===== src/verilog/rft_pkg.sv =====
// package of the tag frame logic: register map, flag positions, crc helper
// assumes an ahb-lite master with word accesses and a sampled link clock
package rft_pkg;
  localparam logic [7:0]  OFS_STATUS   = 8'h00;
  localparam logic [7:0]  OFS_AFI      = 8'h04;
  localparam logic [7:0]  OFS_DSFID    = 8'h08;
  localparam logic [7:0]  OFS_UID_LO   = 8'h0C;
  localparam logic [7:0]  OFS_UID_HI   = 8'h10;
  localparam logic [7:0]  OFS_RX_INFO  = 8'h14;
  localparam logic [7:0]  OFS_TX_CTRL  = 8'h18;
  localparam logic [7:0]  OFS_RX_BUF   = 8'h40;
  localparam logic [7:0]  OFS_TX_BUF   = 8'h80;
  localparam int          BUF_BYTES    = 16;
  // write-one bit that locks afi or dsfid together with the written value
  localparam int          LOCK_BIT     = 8;
  localparam int          TXC_ERR_BIT  = 8;
  localparam int          TXC_SVAL_BIT = 26;
  localparam int          TXC_GO_BIT   = 31;
  localparam logic [7:0]  AFI_RST      = 8'h00;
  localparam logic [7:0]  DSFID_RST    = 8'h00;
  localparam logic [15:0] CRC_PRESET   = 16'hFFFF;
  localparam logic [15:0] CRC_POLY_REV = 16'h8408;
  localparam logic [15:0] CRC_RESIDUE  = 16'hF0B8;
  localparam logic [7:0]  ERR_OPTION   = 8'h03;
  localparam logic [7:0]  RSP_ERR_FLG  = 8'h01;
  localparam logic [7:0]  RSP_OK_FLG   = 8'h00;
  // request flag positions, counted from zero
  localparam int          RQ_INV_BIT   = 2;
  localparam int          RQ_SEL_BIT   = 4;
  localparam int          RQ_ADR_BIT   = 5;
  localparam int          UID_FIRST    = 2;
  localparam int          MIN_REQ      = 4;

  typedef enum logic [1:0] {ST_OFF, ST_READY, ST_QUIET, ST_SELECTED}
    rft_state_t;

  typedef struct packed {
    logic       valid;
    logic [1:0] state;
    logic [4:0] len;
    logic       err;
    logic [7:0] code;
  } rft_txcmd_t;

  typedef struct packed {
    logic inv;
    logic sel;
    logic adr;
  } rft_rqflags_t;

  function automatic logic [15:0] crc_byte(input logic [15:0] c,
                                           input logic [7:0]  b);
    logic [15:0] r;
    r = c ^ {8'h00, b};
    for (int i = 0; i < 8; i++)
      r = r[0] ? ((r >> 1) ^ CRC_POLY_REV) : (r >> 1);
    return r;
  endfunction
endpackage

===== src/verilog/rft_frame.sv =====
// tag frame logic: rx framing and crc, answer decision, tx framing, regs
// assumes a demodulator giving bits on a link clock and a framing level,
// and a modulator taking bits on the same link clock
`timescale 1ns/1ps
module rft_frame #(
  parameter logic [7:0]  UID_CLASS  = 8'hA5, // arbitrary value
  parameter logic [7:0]  UID_MAKER  = 8'h5A, // arbitrary value
  parameter logic [47:0] UID_SERIAL = 48'h0123_4567_89AB
) (
  input  wire logic        mclk,      // 250 mhz system clock
  input  wire logic        rstn,      // async reset, active low
  input  wire logic        hsel,      // ahb slave select
  input  wire logic [31:0] haddr,     // ahb address
  input  wire logic [1:0]  htrans,    // ahb transfer type
  input  wire logic        hwrite,    // ahb write
  input  wire logic [2:0]  hsize,     // ahb size, word only
  input  wire logic [31:0] hwdata,    // ahb write data
  input  wire logic        hready,    // ahb bus ready
  output logic             hreadyout, // ahb slave ready
  output logic      [31:0] hrdata,    // ahb read data
  output logic             hresp,     // ahb response, always okay
  input  wire logic        field_ok,  // enough field energy
  input  wire logic        lnk_clk,   // recovered bit clock
  input  wire logic        rx_frm,    // high between sof and eof
  input  wire logic        rx_dat,    // received bit
  output logic             tx_frm,    // high while answering
  output logic             tx_dat     // transmitted bit
);
  localparam logic [63:0] UID = {UID_CLASS, UID_MAKER, UID_SERIAL};

  // three-stage sync, a level changes once stages 2 and 3 agree
  logic [3:0] pin_in, s1_q, s2_q, s3_q, flt_q;
  assign pin_in = {field_ok, lnk_clk, rx_frm, rx_dat};
  genvar g;
  generate
    for (g = 0; g < 4; g++)
    begin : g_sync
      always_ff @(posedge mclk or negedge rstn)
      begin
        if (!rstn)
        begin
          s1_q[g]  <= 1'b0;
          s2_q[g]  <= 1'b0;
          s3_q[g]  <= 1'b0;
          flt_q[g] <= 1'b0;
        end
        else
        begin
          s1_q[g] <= pin_in[g];
          s2_q[g] <= s1_q[g];
          s3_q[g] <= s2_q[g];
          if (s2_q[g] == s3_q[g])
            flt_q[g] <= s3_q[g];
        end
      end
    end
  endgenerate

  logic fld, lclk, frm, dat, lclk_q, frm_q, fld_q, ledge, frm_end;
  assign {fld, lclk, frm, dat} = flt_q;
  assign ledge   = lclk & ~lclk_q;
  assign frm_end = frm_q & ~frm;
  always_ff @(posedge mclk or negedge rstn)
  begin
    if (!rstn)
    begin
      lclk_q <= 1'b0;
      frm_q  <= 1'b0;
      fld_q  <= 1'b0;
    end
    else
    begin
      lclk_q <= lclk;
      frm_q  <= frm;
      fld_q  <= fld;
    end
  end

  // receive: lsb first, one byte per eight edges, crc runs per byte
  logic [7:0]  rx_mem [rft_pkg::BUF_BYTES];
  logic [7:0]  sh_q;
  logic [2:0]  bit_q;
  logic [4:0]  nb_q;
  logic        ovf_q;
  logic [15:0] rcrc_q;
  logic        tx_busy;
  always_ff @(posedge mclk or negedge rstn)
  begin
    if (!rstn)
    begin
      sh_q   <= 8'h00;
      bit_q  <= 3'h0;
      nb_q   <= 5'h00;
      ovf_q  <= 1'b0;
      rcrc_q <= rft_pkg::CRC_PRESET;
    end
    else if (frm && !frm_q)
    begin
      bit_q  <= 3'h0;
      nb_q   <= 5'h00;
      ovf_q  <= 1'b0;
      rcrc_q <= rft_pkg::CRC_PRESET;
    end
    else if (frm && ledge && !tx_busy)
    begin
      sh_q  <= {dat, sh_q[7:1]};
      bit_q <= bit_q + 3'h1;
      if (bit_q == 3'h7)
      begin
        rcrc_q <= rft_pkg::crc_byte(rcrc_q, {dat, sh_q[7:1]});
        if (nb_q == 5'(rft_pkg::BUF_BYTES))
          ovf_q <= 1'b1;
        else
          nb_q <= nb_q + 5'h01;
      end
    end
  end
  always_ff @(posedge mclk)
  begin
    if (frm && ledge && !tx_busy && bit_q == 3'h7 && !nb_q[4])
      rx_mem[nb_q[3:0]] <= {dat, sh_q[7:1]};
  end

  // decision at frame end
  rft_pkg::rft_state_t st_q;
  rft_pkg::rft_rqflags_t rq;
  logic good, uid_ok, ans, err03;
  assign rq.inv = rx_mem[0][rft_pkg::RQ_INV_BIT];
  assign rq.sel = !rq.inv && rx_mem[0][rft_pkg::RQ_SEL_BIT];
  assign rq.adr = !rq.inv && rx_mem[0][rft_pkg::RQ_ADR_BIT];
  assign good = bit_q == 3'h0 && !ovf_q && nb_q >= 5'(rft_pkg::MIN_REQ)
             && rcrc_q == rft_pkg::CRC_RESIDUE;
  assign uid_ok = nb_q >= 5'(rft_pkg::MIN_REQ + 8) &&
    {rx_mem[9], rx_mem[8], rx_mem[7], rx_mem[6],
     rx_mem[5], rx_mem[4], rx_mem[3], rx_mem[2]} == UID;
  assign err03 = rq.adr && rq.sel;
  always_comb
  begin
    ans = 1'b0;
    if (st_q != rft_pkg::ST_OFF)
    begin
      if (rq.adr)
        ans = uid_ok;
      else if (rq.sel)
        ans = st_q == rft_pkg::ST_SELECTED;
      else
        ans = st_q != rft_pkg::ST_QUIET;
    end
  end

  logic       acc, pend_q, last_ok_q;
  logic [4:0] last_nb_q;
  assign acc = frm_end && good && (ans || err03);
  rft_pkg::rft_txcmd_t txc;
  logic       go_sw, go, aerr_q;
  always_ff @(posedge mclk or negedge rstn)
  begin
    if (!rstn)
    begin
      pend_q    <= 1'b0;
      last_ok_q <= 1'b0;
      last_nb_q <= 5'h00;
      aerr_q    <= 1'b0;
    end
    else
    begin
      if (frm_end)
      begin
        last_ok_q <= acc;
        last_nb_q <= nb_q;
      end
      if (acc && !err03)
        pend_q <= 1'b1;
      else if (go || (frm && !frm_q) || !fld)
        pend_q <= 1'b0;
      aerr_q <= acc && err03;
    end
  end

  // tag state; software moves between ready, quiet, selected
  always_ff @(posedge mclk or negedge rstn)
  begin
    if (!rstn)
      st_q <= rft_pkg::ST_OFF;
    else if (!fld)
      st_q <= rft_pkg::ST_OFF;
    else if (!fld_q)
      st_q <= rft_pkg::ST_READY;
    else if (go_sw && txc.valid)
      st_q <= rft_pkg::rft_state_t'(txc.state == 2'h0 ? 2'h1 : txc.state);
  end

  // transmit: flags, optional error code, data, crc low then high
  logic [7:0]  tx_mem [rft_pkg::BUF_BYTES];
  logic [5:0]  tpos_q, tlast_q;
  logic [2:0]  tbit_q;
  logic        terr_q;
  logic [7:0]  tcode_q, tbyte;
  logic [15:0] tcrc_q;
  logic [4:0]  dix;
  assign go = go_sw || aerr_q;
  assign tx_busy = tx_frm;
  always_comb
  begin
    dix = 5'(tpos_q - 6'(1 + terr_q));
    if (tpos_q == 6'h00)
      tbyte = terr_q ? rft_pkg::RSP_ERR_FLG : rft_pkg::RSP_OK_FLG;
    else if (terr_q && tpos_q == 6'h01)
      tbyte = tcode_q;
    else if (tpos_q == tlast_q - 6'h01)
      tbyte = ~tcrc_q[7:0];
    else if (tpos_q == tlast_q)
      tbyte = ~tcrc_q[15:8];
    else
      tbyte = tx_mem[dix[3:0]];
  end
  always_ff @(posedge mclk or negedge rstn)
  begin
    if (!rstn)
    begin
      tx_frm  <= 1'b0;
      tx_dat  <= 1'b0;
      tpos_q  <= 6'h00;
      tlast_q <= 6'h00;
      tbit_q  <= 3'h0;
      terr_q  <= 1'b0;
      tcode_q <= 8'h00;
      tcrc_q  <= rft_pkg::CRC_PRESET;
    end
    else if (!fld)
      tx_frm <= 1'b0;
    else if (go && !tx_frm)
    begin
      tx_frm  <= 1'b1;
      tpos_q  <= 6'h00;
      tbit_q  <= 3'h0;
      tcrc_q  <= rft_pkg::CRC_PRESET;
      terr_q  <= aerr_q ? 1'b1 : txc.err;
      tcode_q <= aerr_q ? rft_pkg::ERR_OPTION : txc.code;
      tlast_q <= aerr_q ? 6'h03
               : 6'(txc.len) + 6'(txc.err) + 6'h02;
    end
    else if (tx_frm && ledge)
    begin
      tx_dat <= tbyte[tbit_q];
      tbit_q <= tbit_q + 3'h1;
      if (tbit_q == 3'h7)
      begin
        if (tpos_q < tlast_q - 6'h01)
          tcrc_q <= rft_pkg::crc_byte(tcrc_q, tbyte);
        if (tpos_q == tlast_q)
          tx_frm <= 1'b0;
        tpos_q <= tpos_q + 6'h01;
      end
    end
  end

  // ahb-lite slave, zero wait, data registered in address phase
  logic        ap_wr_q;
  logic [7:0]  ap_ofs_q;
  logic [7:0]  afi_q, dsfid_q;
  logic        afi_lk_q, dsfid_lk_q, afi_rfs_q, dsfid_rfs_q;
  logic        ap_rd;
  logic [31:0] rd_d;
  assign hreadyout = 1'b1;
  assign hresp     = 1'b0;
  assign ap_rd = hsel && hready && htrans[1] && !hwrite;
  assign txc.valid = hwdata[rft_pkg::TXC_SVAL_BIT];
  assign txc.state = hwdata[25:24];
  assign txc.len   = hwdata[4:0];
  assign txc.err   = hwdata[rft_pkg::TXC_ERR_BIT];
  assign txc.code  = hwdata[23:16];
  assign go_sw = ap_wr_q && ap_ofs_q == rft_pkg::OFS_TX_CTRL
              && hwdata[rft_pkg::TXC_GO_BIT] && pend_q && !tx_frm;

  always_ff @(posedge mclk or negedge rstn)
  begin
    if (!rstn)
    begin
      ap_wr_q  <= 1'b0;
      ap_ofs_q <= 8'h00;
    end
    else if (hready)
    begin
      ap_wr_q  <= hsel && htrans[1] && hwrite;
      ap_ofs_q <= {haddr[7:2], 2'b00};
    end
  end

  always_ff @(posedge mclk or negedge rstn)
  begin
    if (!rstn)
    begin
      afi_q       <= rft_pkg::AFI_RST;
      dsfid_q     <= rft_pkg::DSFID_RST;
      afi_lk_q    <= 1'b0;
      dsfid_lk_q  <= 1'b0;
      afi_rfs_q   <= 1'b0;
      dsfid_rfs_q <= 1'b0;
    end
    else if (ap_wr_q)
    begin
      if (ap_ofs_q == rft_pkg::OFS_AFI)
      begin
        if (afi_lk_q)
          afi_rfs_q <= 1'b1;
        else
        begin
          afi_q    <= hwdata[7:0];
          afi_lk_q <= hwdata[rft_pkg::LOCK_BIT];
        end
      end
      if (ap_ofs_q == rft_pkg::OFS_DSFID)
      begin
        if (dsfid_lk_q)
          dsfid_rfs_q <= 1'b1;
        else
        begin
          dsfid_q    <= hwdata[7:0];
          dsfid_lk_q <= hwdata[rft_pkg::LOCK_BIT];
        end
      end
    end
  end

  always_ff @(posedge mclk)
  begin
    if (ap_wr_q && ap_ofs_q[7] && ap_ofs_q[6:2] < 5'(rft_pkg::BUF_BYTES))
      tx_mem[ap_ofs_q[5:2]] <= hwdata[7:0];
  end

  always_comb
  begin
    rd_d = 32'h0000_0000;
    case (haddr[7:0] & 8'hFC)
      rft_pkg::OFS_STATUS:
        rd_d = {24'h00_0000, dsfid_rfs_q, afi_rfs_q, dsfid_lk_q, afi_lk_q,
                tx_frm, pend_q, st_q};
      rft_pkg::OFS_AFI:
        rd_d = {18'h0_0000, afi_q[3:0] != 4'h0, afi_q[7:4],
                afi_lk_q, afi_q};
      rft_pkg::OFS_DSFID:
        rd_d = {23'h00_0000, dsfid_lk_q, dsfid_q};
      rft_pkg::OFS_UID_LO:
        rd_d = UID[31:0];
      rft_pkg::OFS_UID_HI:
        rd_d = UID[63:32];
      rft_pkg::OFS_RX_INFO:
        rd_d = {15'h0000, last_ok_q, rx_mem[1], 3'h0, last_nb_q};
      default:
        if (haddr[7:6] == 2'b01 && 5'(haddr[5:2]) < 5'(rft_pkg::BUF_BYTES))
          rd_d = {24'h00_0000, rx_mem[haddr[5:2]]};
        else
          rd_d = 32'h0000_0000;
    endcase
  end

  always_ff @(posedge mclk or negedge rstn)
  begin
    if (!rstn)
      hrdata <= 32'h0000_0000;
    else if (ap_rd)
      hrdata <= rd_d;
  end
endmodule // rft_frame


===== config.mk =====
export PLATFORM = sky130hd
export DESIGN_NAME = rft_frame
export DESIGN_NICKNAME = d
export VERILOG_FILES = /design/src/verilog/rft_pkg.sv /design/src/verilog/rft_frame.sv
export SDC_FILE = /design/constraint.sdc
export NUM_CORES = 1
export LEC_CHECK = 0
export BUFFER_PORTS_ARGS = -buffer_cell sky130_fd_sc_hd__buf_2
export CAP_MARGIN = 20
export CORE_UTILIZATION = 36
export DETAILED_ROUTE_END_ITERATION = 16
export GPL_ROUTABILITY_DRIVEN = 0
export PLACE_DENSITY = 0.48
export SLEW_MARGIN = 25
export SYNTH_ARGS = -nofsm -noshare
export SYNTH_HDL_FRONTEND = slang
export SYNTH_SLANG_ARGS = --single-unit

===== constraint.sdc =====
create_clock -name mclk -period 7.6 [get_ports mclk]
set_clock_uncertainty 0.1 [all_clocks]
set_input_delay 0.38 -clock mclk [delete_from_list [all_inputs] [get_ports mclk]]
set_output_delay 0.38 -clock mclk [all_outputs]
set_load 0.05 [all_outputs]

# ---- Yosys cells after proc, flatten, opt, wreduce, memory -nomap -nowiden
# Memory sizes are Yosys's and may differ from the RTL's.
# Index checks and enable logic that the tools add are counted.
dict set report totals {
  memories 2
  latch_bits 0
  out_inout_bits 36
  elab_cells 260
  regBits 163
  ramBits 256
  in_bits 78
  mem_bits_ro 0
}
# memory words word_bits rd rd_clocked_by_memory_dff write_ports line_no
set mem_list {}
lappend mem_list {rx_mem 16 8 11 0 1 rft_frame.sv:80} ;# logic [7:0] rx_mem [rft_pkg::BUF_BYTES];
lappend mem_list {tx_mem 16 8 1 0 1 rft_frame.sv:194} ;# logic [7:0] tx_mem [rft_pkg::BUF_BYTES];
dict set report op_classes {
  n_mul 0
  div 0
  bitwise 28
  n_eq_ne 28
  n_reduce_logical 72
  muxes 70
  shift 0
  n_lt_le_gt_ge 5
  addsub 9
}
# cell n
set ops {}
lappend ops {{$mux 16} 23}
lappend ops {{$pmux 32 s6} 1}
lappend ops {{$eq 64x64->1 const B} 1}
lappend ops {{$mux 8} 6}
lappend ops {{$not 2->3} 16}
lappend ops {{$xor 16x8->16} 2}
lappend ops {{$logic_and 1x1->1} 31}
lappend ops {{$reduce_and 3->1} 9}
lappend ops {{$mux 6} 4}
lappend ops {{$mux 1} 23}
lappend ops {{$mux 5} 4}
lappend ops {{$eq 6x1->1 const B} 3}
lappend ops {{$eq 6x2->1 const B} 3}
lappend ops {{$eq 6x3->1 const B} 3}
lappend ops {{$eq 16x16->1 const B} 1}
lappend ops {{$not 8->8} 2}
lappend ops {{$reduce_bool 2->1} 8}
lappend ops {{$eq 6x6->1} 2}
lappend ops {{$mux 3} 4}
lappend ops {{$reduce_and 2->1} 6}
lappend ops {{$ne 3x1->1 const B} 3}
lappend ops {{$logic_not 1->1} 8}
lappend ops {{$logic_not 8->1} 1}
lappend ops {{$mux 2} 4}
lappend ops {{other kinds (30)} 44}

# ---- Depth between registers and ports, before layout
# Gate-level depths: netlist of the first run.
# An unclocked memory read counts as a cell.
dict set report depth {
  depth_word 28
  ltp_mapped 15
  mapped_depth_nobuf 13
}

# ---- Worst setup path before layout of the first run
# OpenSTA, ideal clock, no wires.
dict set report synth_path {
  kind {reg2reg}
  startpoint {reg tpos_q[0]}
  endpoint {reg tcrc_q[10]}
  stages_incl_launch_ff 14
  arrival_ns 3.113
  setup_slack_ns 4.310
  synth_period_minus_slack_ns 3.290
  n_path_buf 2
  setup_time_ns 0.077
  required_time_ns 7.423
  path_cell_list {dfrtp_1 ha_1 inv_1 ha_1 buf_2 buf_2 mux4_2 mux2_2 o211ai_1 a31oi_1 nand3b_1 or3_1 a21o_1 a31oi_1}
}
dict set report synth_via {
  elab_chain_cells 20
  elab_cells_between_ends 29
  classes_between {1 x add/sub; 1 x order compare; 3 x eq/ne; 16 x mux; 3 x bitwise; 4 x reduce/logical; 1 x memory}
}
# element line_no
set synth_rtl {}
lappend synth_rtl {{from (decl)} rft_frame.sv:195} ;# logic [5:0] tpos_q, tlast_q;
lappend synth_rtl {{from (signal assigned)} rft_frame.sv:253} ;# tpos_q <= tpos_q + 6'h01;
lappend synth_rtl {{$sub 4x2->4} rft_frame.sv:205} ;# dix = 5'(tpos_q - 6'(1 + terr_q));
lappend synth_rtl {{$mem_v2 16x8} -}
lappend synth_rtl {{$mux 8} rft_frame.sv:212} ;# else if (tpos_q == tlast_q)
lappend synth_rtl {{$mux 8} rft_frame.sv:210} ;# else if (tpos_q == tlast_q - 6'h01)
lappend synth_rtl {{$mux 8} rft_frame.sv:208} ;# else if (terr_q && tpos_q == 6'h01)
lappend synth_rtl {{$mux 8} rft_frame.sv:206} ;# if (tpos_q == 6'h00)
lappend synth_rtl {{$xor 16x8->16} rft_pkg.sv:54} ;# r = c ^ {8'h00, b};
lappend synth_rtl {{$mux 16 (3 in a row)} rft_pkg.sv:56} ;# r = r[0] ? ((r >> 1) ^ CRC_POLY_REV) : (r >> 1);
lappend synth_rtl {{$mux 16 / $not 2->3 (equally long branches)} -}
lappend synth_rtl {{$mux 16 (3 in a row)} rft_pkg.sv:56}
lappend synth_rtl {{$not 2->3 (no source line) / $mux 16 (equally long branches)} -}
lappend synth_rtl {{$mux 16} rft_pkg.sv:56}
lappend synth_rtl {{$mux 16} rft_frame.sv:249} ;# if (tpos_q < tlast_q - 6'h01)
lappend synth_rtl {{$mux 16} rft_frame.sv:247} ;# if (tbit_q == 3'h7)
lappend synth_rtl {{$mux 16} rft_frame.sv:243} ;# else if (tx_frm && ledge)
lappend synth_rtl {{$mux 16} rft_frame.sv:232} ;# else if (go && !tx_frm)
lappend synth_rtl {{to (signal assigned)} rft_frame.sv:228} ;# tcrc_q <= rft_pkg::CRC_PRESET;
lappend synth_rtl {{to (signal assigned)} rft_frame.sv:237} ;# tcrc_q <= rft_pkg::CRC_PRESET;
lappend synth_rtl {{to (signal assigned)} rft_frame.sv:250} ;# tcrc_q <= rft_pkg::crc_byte(tcrc_q, tbyte);
lappend synth_rtl {{to (decl)} rft_frame.sv:199} ;# logic [15:0] tcrc_q;
# Several ways; a longest one is shown, not always the timed one. The select of a mux whose other input is x is not followed.
# A chain may end at the register's enable or synchronous reset.

# ---- Worst setup path after layout of the first run
dict set report layout_path {
  startpoint {reg terr_q}
  endpoint {reg tcrc_q[1]}
}
dict set report layout_via {
  elab_chain_cells 21
  elab_cells_between_ends 22
  classes_between {2 x add/sub; 16 x mux; 2 x bitwise; 1 x reduce/logical; 1 x memory}
}
# element line_no
set layout_rtl {}
lappend layout_rtl {{from (decl)} rft_frame.sv:197} ;# logic terr_q;
lappend layout_rtl {{from (signal assigned)} rft_frame.sv:238} ;# terr_q <= aerr_q ? 1'b1 : txc.err;
lappend layout_rtl {{$add 1x1->2} rft_frame.sv:205}
lappend layout_rtl {{$sub 4x2->4} rft_frame.sv:205}
lappend layout_rtl {{$mem_v2 16x8} -}
lappend layout_rtl {{$mux 8} rft_frame.sv:212}
lappend layout_rtl {{$mux 8} rft_frame.sv:210}
lappend layout_rtl {{$mux 8 *} rft_frame.sv:208}
lappend layout_rtl {{$mux 8 *} rft_frame.sv:206}
lappend layout_rtl {{$xor 16x8->16 *} rft_pkg.sv:54}
lappend layout_rtl {{$mux 16 *} rft_pkg.sv:56}
lappend layout_rtl {{$not 2->3 (no source line)} -}
lappend layout_rtl {{$mux 16 * (7 in a row)} rft_pkg.sv:56}
lappend layout_rtl {{$mux 16 *} rft_frame.sv:249}
lappend layout_rtl {{$mux 16 *} rft_frame.sv:247}
lappend layout_rtl {{$mux 16 *} rft_frame.sv:243}
lappend layout_rtl {{$mux 16 *} rft_frame.sv:232}
# Every way passes the cells marked *; elsewhere a longest branch is shown, timed or not. The select of a mux whose other input is x is not followed.

==> results of run 1 <==
## what timing repair did
item / in CTS / in global routing
endpoints found under the hold margin: 75 / 0
setup buffers: 0 / 0
hold buffers: 15 / 0
## area by class of cell
type | count | share of cell area (%)
clock buffer | 68 | 6.441
multi-input combinational | 772 | 30.49
sequential | 406 | 54.98
inverter | 23 | 0.4134
timing repair buffer | 92 | 2.756
clock inverter | 18 | 0.8868
tap | 672 | 4.027
## registers in the layout (all words and copies together), names as in the netlist, 5 cells and up
| name | flops |
|---|---|
| rx_mem | 128 |
| last_nb_q | 5 |
| tx_mem | 128 |
| tlast_q | 6 |
| hrdata | 20 |
| dsfid_q | 8 |
| ap_ofs_q | 6 |
| rcrc_q | 16 |
| tcode_q | 8 |
| tcrc_q | 16 |
| nb_q | 5 |
| afi_q | 8 |
| sh_q | 7 |
| tpos_q | 6 |
## path summary, 6_finish.rpt
path,depth (start not counted),to
setup reg to reg,11,tcrc_q[1]
hold reg to reg,0,s2_q[1]
max in group asynchronous,3,tlast_q[4]
min in group asynchronous,2,tcode_q[0]
setup / recovery,11,tcrc_q[1]
hold / removal,4,st_q[1]
## cells in the final DEF, fill, tap and decap left out, types with 7 or more instances in the layout
master         count
a21o_1             9
a21oi_1           34
a31oi_1            7
buf_2             64
buf_4             11
clkbuf_1          12
clkbuf_16         47
clkbuf_8           9
dfrtp_1          118
dfstp_2           32
dlygate4sd3_1     15
edfxtp_1         256
ha_1              22
inv_1             23
mux2_2            39
mux2i_1           23
mux4_2            67
nand2_1          119
nand2b_1          11
nand3_1           15
nand3b_1           9
nand4_1           18
nor2_1            79
nor2b_1            9
nor3_1            17
nor4_1             9
o211ai_1          21
o21ai_0           64
o31ai_1           13
xnor2_1           30
xor2_1            22
## per-layer routing
metal	global-route usage, %	up-vias	wire length [um]
li1	-	4973	-
met1	24.19	5466	19850
met2	30.68	256	22740
met3	2.981	70	2078
met4	5.477	2	1101
met5	0	-	10
## worst max-delay path, cell delays in order, from the launching register on
cell and delay [ns]:
dfrtp_1 0.42, inv_1 0.08, ha_2 0.31, buf_4 0.51, mux4_1 0.65, mux2i_1 0.33, mux2i_1 0.20, a2111oi_0 0.48
nor2_1 0.15, nand2_1 0.18, xnor3_1 0.34, a21oi_1 0.15
## power groups by stage
stage | sequential, mW | clock (mW) | combinational, mW
3_5_place_dp | 2.61 | 0 | 0.295
6_report | 2.57 | 2.24 | 0.296
5_1_grt | 2.58 | 2.39 | 0.324
4_1_cts | 2.57 | 2.31 | 0.303
3_3_place_gp | 2.61 | 0 | 0.293
2_1_floorplan | 2.58 | 0 | 0.187
## stage by stage
step	util [%]	std cells
floorplan	-	1277
global placement	38.23	1950
detailed placement	38.24	1950
CTS	41.59	2051
global route	41.62	2051
finish	41.62	2051
## cells by family after synthesis
kind of cell    share of synthesized area [%]
xor+xnor                                3.326
mux                                     12.63
flops                                   62.80
buf+inv                                 2.744
fa+ha+maj                               1.793
other cells                           0.04108
simple gates                            9.348
compound gates                          7.316
==> key figures, run 1 <==
Layout
  • Layout cells sized above 1: 22.19%
  • Multi-input gate area in the final layout: 6367 um^2
  • Fill count: 4,625
  • Area grow syn2layout: 14.21%
  • Fin nets: 1,442
  • FF+latch area: 11,480 um^2
  • Post-route cell area: 20,880 um^2
  • Antenna diodes: 0

Power and ir drop
  • Clk pwr share: 43.9%
  • Combinational fraction of design power: 5.8%
  • Pleak: 7.827 nW
  • Switching power: 1.198 mW
  • PD cells: 244.4 nW/um^2
  • Sequential Power Share: 50.3%
  • Sw Share: 23.48%
  • VDD IR max: 0.0001734 V
  • Pwr Total: 5.103 mW
  • Pint: 3.905 mW

Synth
  • Post-synth ARST share: 36.95%
  • Post-synth top flop: edfxtp_1
  • Synth cell count leaders: 256 x edfxtp_1, 120 x nand2_1, 118 x dfrtp_1
  • Post-synthesis cell type count: 86
  • Synth top area share: 42.05%
  • Synth area leader: edfxtp_1
  • Mapped Area: 18,280 um^2
  • Top cells by area, synth: edfxtp_1 42%, dfrtp_1 16%, mux4_2 8.3%, dfstp_2 4.6%, nand2_1 2.5%
  • Sequential-to-total area share from yosys stat: 62.80%
  • Cells after Synth: 1,273
  • EDFF count, synth: 256
  • Synth warn: 0
  • Top-count cell post-synth: edfxtp_1
  • Count of state elements after synthesis: 406
  • Syn_area_per_cell: 14.36 um^2

Critical path
  • Crit Path Max Fanout: 32
  • Arr. time, crit path: 4.47 ns
  • CP Data Required Time: 8.01 ns
  • Crit Path Category: reg2reg
  • R2r setup slk: 3.54 ns
  • Critical Path Start: terr_q
  • Crit start category: register
  • R2R Path Start: terr_q
  • CP Capture Type: register

Global routing
  • Initial antenna violation count: 4
  • GRT overflow: 0
  • First-pass GRT wire length: 69,390 um
  • Total GRT Usage: 18.24%
  • Largest net degree at the start of global routing: 91
  • Vias in the first global route: 10,910

Floorplanning
  • Row count: 82
  • Top-Level Pins: 114
  • Initial cell density of the core: 36.44%
  • Die width: 227.4 um
  • Core area: 50,170 um^2
  • Die area: 51,690 um^2
  • Die height: 227.4 um

Drt
  • Drt drc: 0
  • Total length of routed wires: 45,780 um
  • Vias: 10,770
  • First-pass DRT Iterations: 8
  • Iteration-0 DRC Markers: 833
  • Antenna Nets Post-Route: 0
  • WL/cell: 22.32 um
  • Post-DR vias/cell: 5.250

Clock network
  • CTS tree: done
  • H-tree depth: 2
  • CTS sink cnt: 406
  • Worst-path clk slew: 0.06 ns
  • TritonCTS Buffers: 46
  • Clock Tree Root: clkbuf_16
  • Worst skew pair latency: 0.58 ns
  • PostCTS Resize Cnt: 0
  • Clk buf depth: 3

Timing
  • Final Hold Fails: 0
  • Tightest Pin Transition: 0.9922 ns
  • Fin crit share: 53.36%
  • Peak Freq: 0.2466 GHz
  • Min Tclk post-route: 4.056 ns
  • RSZ-0062 raised after global routing: false
  • Hold_ws: 0.03864 ns
  • Final worst slack: 3.544 ns
  • Relative slew slack: 33.61%
  • Final Max Tran Viols: 0
  • Total negative slack: 0 ns
  • Number of setup violations in the final report: 0

Placed design
  • IO Port Bufs: 66
  • DP Worst Slack: 3.572 ns
  • Hpwl dp: 30,690 um
  • DP Area: 19,190 um^2

Min path
  • Worst Hold Launch: hwdata[26]
  • Worst hold path type: in2reg

Job
  • Max-Cap Viols: 0

Status
  • Outcome: finished clean
No activity file was read; power rests on OpenSTA's default activity.
==> run 2: changes to the inputs <==
--- a/config.mk
+++ b/config.mk
@@ -5,12 +5,13 @@
 export SDC_FILE = /design/constraint.sdc
 export NUM_CORES = 1
 export LEC_CHECK = 0
+export ABC_AREA = 1
 export BUFFER_PORTS_ARGS = -buffer_cell sky130_fd_sc_hd__buf_2
 export CAP_MARGIN = 20
 export CORE_UTILIZATION = 36
 export DETAILED_ROUTE_END_ITERATION = 16
 export GPL_ROUTABILITY_DRIVEN = 0
-export PLACE_DENSITY = 0.48
+export PLACE_DENSITY = 0.5
 export SLEW_MARGIN = 25
 export SYNTH_ARGS = -nofsm -noshare
 export SYNTH_HDL_FRONTEND = slang
==> constraint.sdc (replaced) <==
create_clock -name mclk -period 3.5 [get_ports mclk]
set_clock_uncertainty 0.1 [all_clocks]
set_input_delay 0.175 -clock mclk [delete_from_list [all_inputs] [get_ports mclk]]
set_output_delay 0.175 -clock mclk [all_outputs]
set_load 0.05 [all_outputs]
==> run 2 against run 1 <==
  * Sequential share of layout area down 1.2 points
  * First-iteration DRC count down 6.1%
  * Sequential power up 120%
  * Sequential cell count unchanged
  * Critical path depth up 11
  * Highest routed layer is now met4
  * Utilization up 1.6 points
  * Worst setup slack worse by 3.2 ns
  * Power up 120%
  * Critical endpoint is now tcrc_q[8]
  * Die area down 0.63%
  * Clock-buffer cell count down 4
==> key figures, run 2 <==
Timing
  • Final Hold Fails: 0 (unchanged)
  • Relative slew slack: 37.01% (+3.4 points)
  • Final Max Tran Viols: 0 (unchanged)
  • Fin crit share: 90.30% (+37 points)
  • Min Tclk post-route: 3.160 ns (-0.8952 ns)
  • Hold_ws: 0.05860 ns (+0.01996 ns)
  • Peak Freq: 0.3164 GHz (+28%)
  • Tightest Pin Transition: 0.9438 ns (-0.04835 ns)
  • Number of setup violations in the final report: 0 (unchanged)
  • RSZ-0062 raised after global routing: false
  • Total negative slack: 0 ns (unchanged)

Synth
  • Cells after Synth: 1,777 (+40%)
  • Post-synth ARST share: 36.95% (unchanged)
  • Sequential-to-total area share from yosys stat: 63.20% (+0.40 points)
  • Synth cell count leaders: 399 x nand2_1, 256 x edfxtp_1, 214 x nand3_1
  • Post-synthesis cell type count: 52 (-40%)
  • Top cells by area, synth: edfxtp_1 42%, dfrtp_1 16%, nand2_1 8.2%, nand3_1 5.9%, dfstp_2 4.6%
  • Mapped Area: 18,170 um^2 (-0.64%)
  • EDFF count, synth: 256 (unchanged)
  • Count of state elements after synthesis: 406 (unchanged)
  • Synth warn: 0 (unchanged)
  • Post-synth top flop: edfxtp_1
  • Top-count cell post-synth: nand2_1
  • Synth area leader: edfxtp_1
  • Synth top area share: 42.32% (+0.27 points)
  • Syn_area_per_cell: 10.22 um^2 (-29%)

Critical path
  • Crit start category: register
  • CP Data Required Time: 3.93 ns (-4.08 ns)
  • Buf/Inv on CP: 5 (+3)
  • Crit-path max cell delay: 0.41 ns (-0.24 ns)
  • Crit path max-delay family: simple AND/OR/NAND/NOR gates
  • CP max-delay cell: dfrtp_1
  • Worst path depth: 22 (+11)
  • Arr. time, crit path: 3.59 ns (-0.88 ns)
  • Crit-path cells: inv_1 -> nand3_1 -> nor3_1 -> xnor2_1 -> ha_1 -> nand2_1 -> inv_1 -> nand3_1 -> inv_1 -> nand3_1 -> clkinvlp_4 -> nor2_1 -> nand2_1 -> nand3_1 -> nand2_1 -> nand2_1 -> nand2_1 -> nand2_1 -> nand3_1 -> nand3_1 -> nand2_1 -> inv_1
  • Reg2reg path depth: 22 (+11)
  • R2R Path Start: tlast_q[2]
  • CP Capture Type: register
  • Crit Path Category: reg2reg
  • Crit Path Max Fanout: 8 (-75%)
  • Most common cell on crit path: nand2_1
  • Critical Path Start: tlast_q[2]

Drt
  • Post-DR vias/cell: 4.997 (-4.8%)
  • Iteration-0 DRC Markers: 782 (-6.1%)
  • Antenna Nets Post-Route: 0 (unchanged)
  • First-pass DRT Iterations: 5 (-3)
  • Vias: 13,060 (+21%)
  • Total length of routed wires: 47,830 um (+4.5%)
  • WL/cell: 18.30 um (-18%)
  • Drt drc: 0 (unchanged)

Layout
  • Most frequent cells in the layout: 399 x nand2_1, 256 x edfxtp_1, 214 x nand3_1
  • Area grow syn2layout: 17.45%
  • Fin nets: 2,013 (+40%)
  • Most common cell after layout, fill and taps aside: nand2_1
  • FF+latch area: 11,480 um^2 (unchanged)
  • Layout cells sized above 1: 12.36% (-9.8 points)
  • Multi-input gate area in the final layout: 5627 um^2 (-12%)
  • Antenna diodes: 0 (unchanged)
  • Fill count: 4,812 (+4.0%)

Min path
  • Hold path cells: 6 (+2)
  • Worst hold path type: in2reg
  • Worst Hold Launch: htrans[1]

Job
  • Max-Cap Viols: 0 (unchanged)

Global routing
  • Total GRT Usage: 19.07% (+0.84 points)
  • Initial antenna violation count: 0 (-4)
  • Vias in the first global route: 13,230 (+21%)
  • GRT overflow: 0 (unchanged)
  • Largest net degree at the start of global routing: 79 (-13%)
  • First-pass GRT wire length: 74,780 um (+7.8%)

Floorplanning
  • Die width: 226.6 um (-0.32%)
  • Core area: 49,360 um^2 (-1.6%)
  • Row count: 81 (-1.2%)
  • Initial cell density of the core: 36.81% (+0.37 points)
  • Die area: 51,360 um^2 (-0.63%)
  • Die height: 226.6 um (-0.32%)
  • Top-Level Pins: 114 (unchanged)

Clock network
  • Clock Tree Root: clkbuf_16
  • CTS tree: done
  • Clk buf depth: 3 (unchanged)
  • Worst-path clk slew: 0.06 ns (about the same)
  • TritonCTS Buffers: 46 (unchanged)
  • CTS sink cnt: 406 (unchanged)
  • H-tree depth: 2 (unchanged)
  • Worst skew pair latency: 0.61 ns (+0.03 ns)

Power and ir drop
  • Pint: 8.527 mW (+120%)
  • Pleak: 8.851 nW (+13%)
  • Switching power: 2.821 mW (+140%)
  • Sequential Power Share: 50.0% (-0.3 points)
  • VDD IR max: 0.0006205 V (+260%)
  • Sw Share: 24.86% (+1.4 points)
  • PD cells: 531.9 nW/um^2 (+120%)
  • Combinational fraction of design power: 6.6% (+0.8 points)
  • Clk pwr share: 43.3% (-0.6 points)

Placed design
  • IO Port Bufs: 66 (unchanged)
  • Hpwl dp: 32,480 um (+5.8%)

Status
  • Outcome: finished clean
## run 2: cell count changes after synthesis, sizes merged, moves of 11 or more
cell,change
nand2,+285
mux4,-72
nor2,+55
nand3,+203
mux2,-35
inv,+161
nand2b,-11
mux2i,-23
o211ai,-12
xnor2,-18
a22oi,+44
o21ai,+35
o31ai,-13
## run 2: stage by stage
stage | area, um^2 | util, % | std cells | worst slack [ns] | power, mW
floorplan | 18180 | - | 1781 | 0.8592 | 6.103
global placement | 19350 | 39.20 | 2482 | 0.3869 | 6.479
detailed placement | 19350 | 39.20 | 2482 | 0.2930 | 6.496
CTS | 21320 | 43.19 | 2612 | 0.2717 | 11.50
global route | 21340 | 43.23 | 2614 | 0.03024 | 11.75
finish | 21340 | 43.23 | 2614 | 0.3396 | 11.35
## run 2: path summary, 6_finish.rpt
check | end | slack [ns]
min | hrdata[2] | 0.06
min reg2reg | s2_q[0] | 0.25
max in group asynchronous | rcrc_q[1] | 2.33
min in group asynchronous | hrdata[3] | 0.10
max | tcrc_q[8] | 0.34
max reg2reg | tcrc_q[8] | 0.34
## run 2: routing by layer
layer  wire [um]  track usage [%]  part of all wire (%)  vias up
met5           0                0                     0        -
met4        1637            7.847                   3.4        0
met3        1713            2.462                   3.6       94
met2       22710            31.41                    47      262
met1       21760            25.33                    45     6359
li1            -                -                     -     6347
## run 2: cell type report
type	count	share of cell area, %
Clock inverter	22	1.372
Multi-Input combinational cell	1117	26.37
Sequential cell	406	53.81
Inverter	186	3.290
Timing Repair Buffer	155	5.459
Tap cell	664	3.894
Clock buffer	64	5.805
## run 2: power groups by stage
stage | Combinational (mW) | Sequential (mW) | Clock, mW
3_5_place_dp | 0.713 | 5.78 | 0
3_3_place_gp | 0.704 | 5.77 | 0
6_report | 0.752 | 5.68 | 4.92
4_1_cts | 0.762 | 5.69 | 5.05
5_1_grt | 0.835 | 5.71 | 5.21
2_1_floorplan | 0.405 | 5.70 | 0
## run 2: kinds of logic (layout without fill, tap and decap cells)
family | Yosys count | in the layout | synth area share [%]
AND/OR/NAND/NOR | 806 | 806 | 19.06
flip-flops | 406 | 406 | 63.20
buffers and inverters | 258 | 427 | 5.937
AO/OA/AOI/OAI | 241 | 241 | 8.038
XOR/XNOR | 33 | 33 | 1.674
adder cells (fa/ha/maj) | 27 | 27 | 1.805
multiplexers | 4 | 4 | 0.2479
other | 2 | 6 | 0.04134
## run 2: worst reg2reg max path: stages (launching register included)
cell and delay (ns):
dfrtp_1 0.41, inv_1 0.10, nand3_1 0.12, nor3_1 0.20, xnor2_1 0.15, ha_1 0.26
nand2_1 0.09, inv_1 0.05, nand3_1 0.06, inv_1 0.05, nand3_1 0.15, clkinvlp_4 0.22
nor2_1 0.18, nand2_1 0.07, nand3_1 0.10, nand2_1 0.15, nand2_1 0.09, nand2_1 0.12
nand2_1 0.14, nand3_1 0.08, nand3_1 0.10, nand2_1 0.06, inv_1 0.05
## run 2: timing repair
action | 4_1_cts | 5_1_grt
hold buffers | 44 | 0
resized for setup | 0 | 1
setup endpoints to repair | 0 | 2
endpoints found under the hold margin | 245 | 0
buffers inserted | 0 | 2
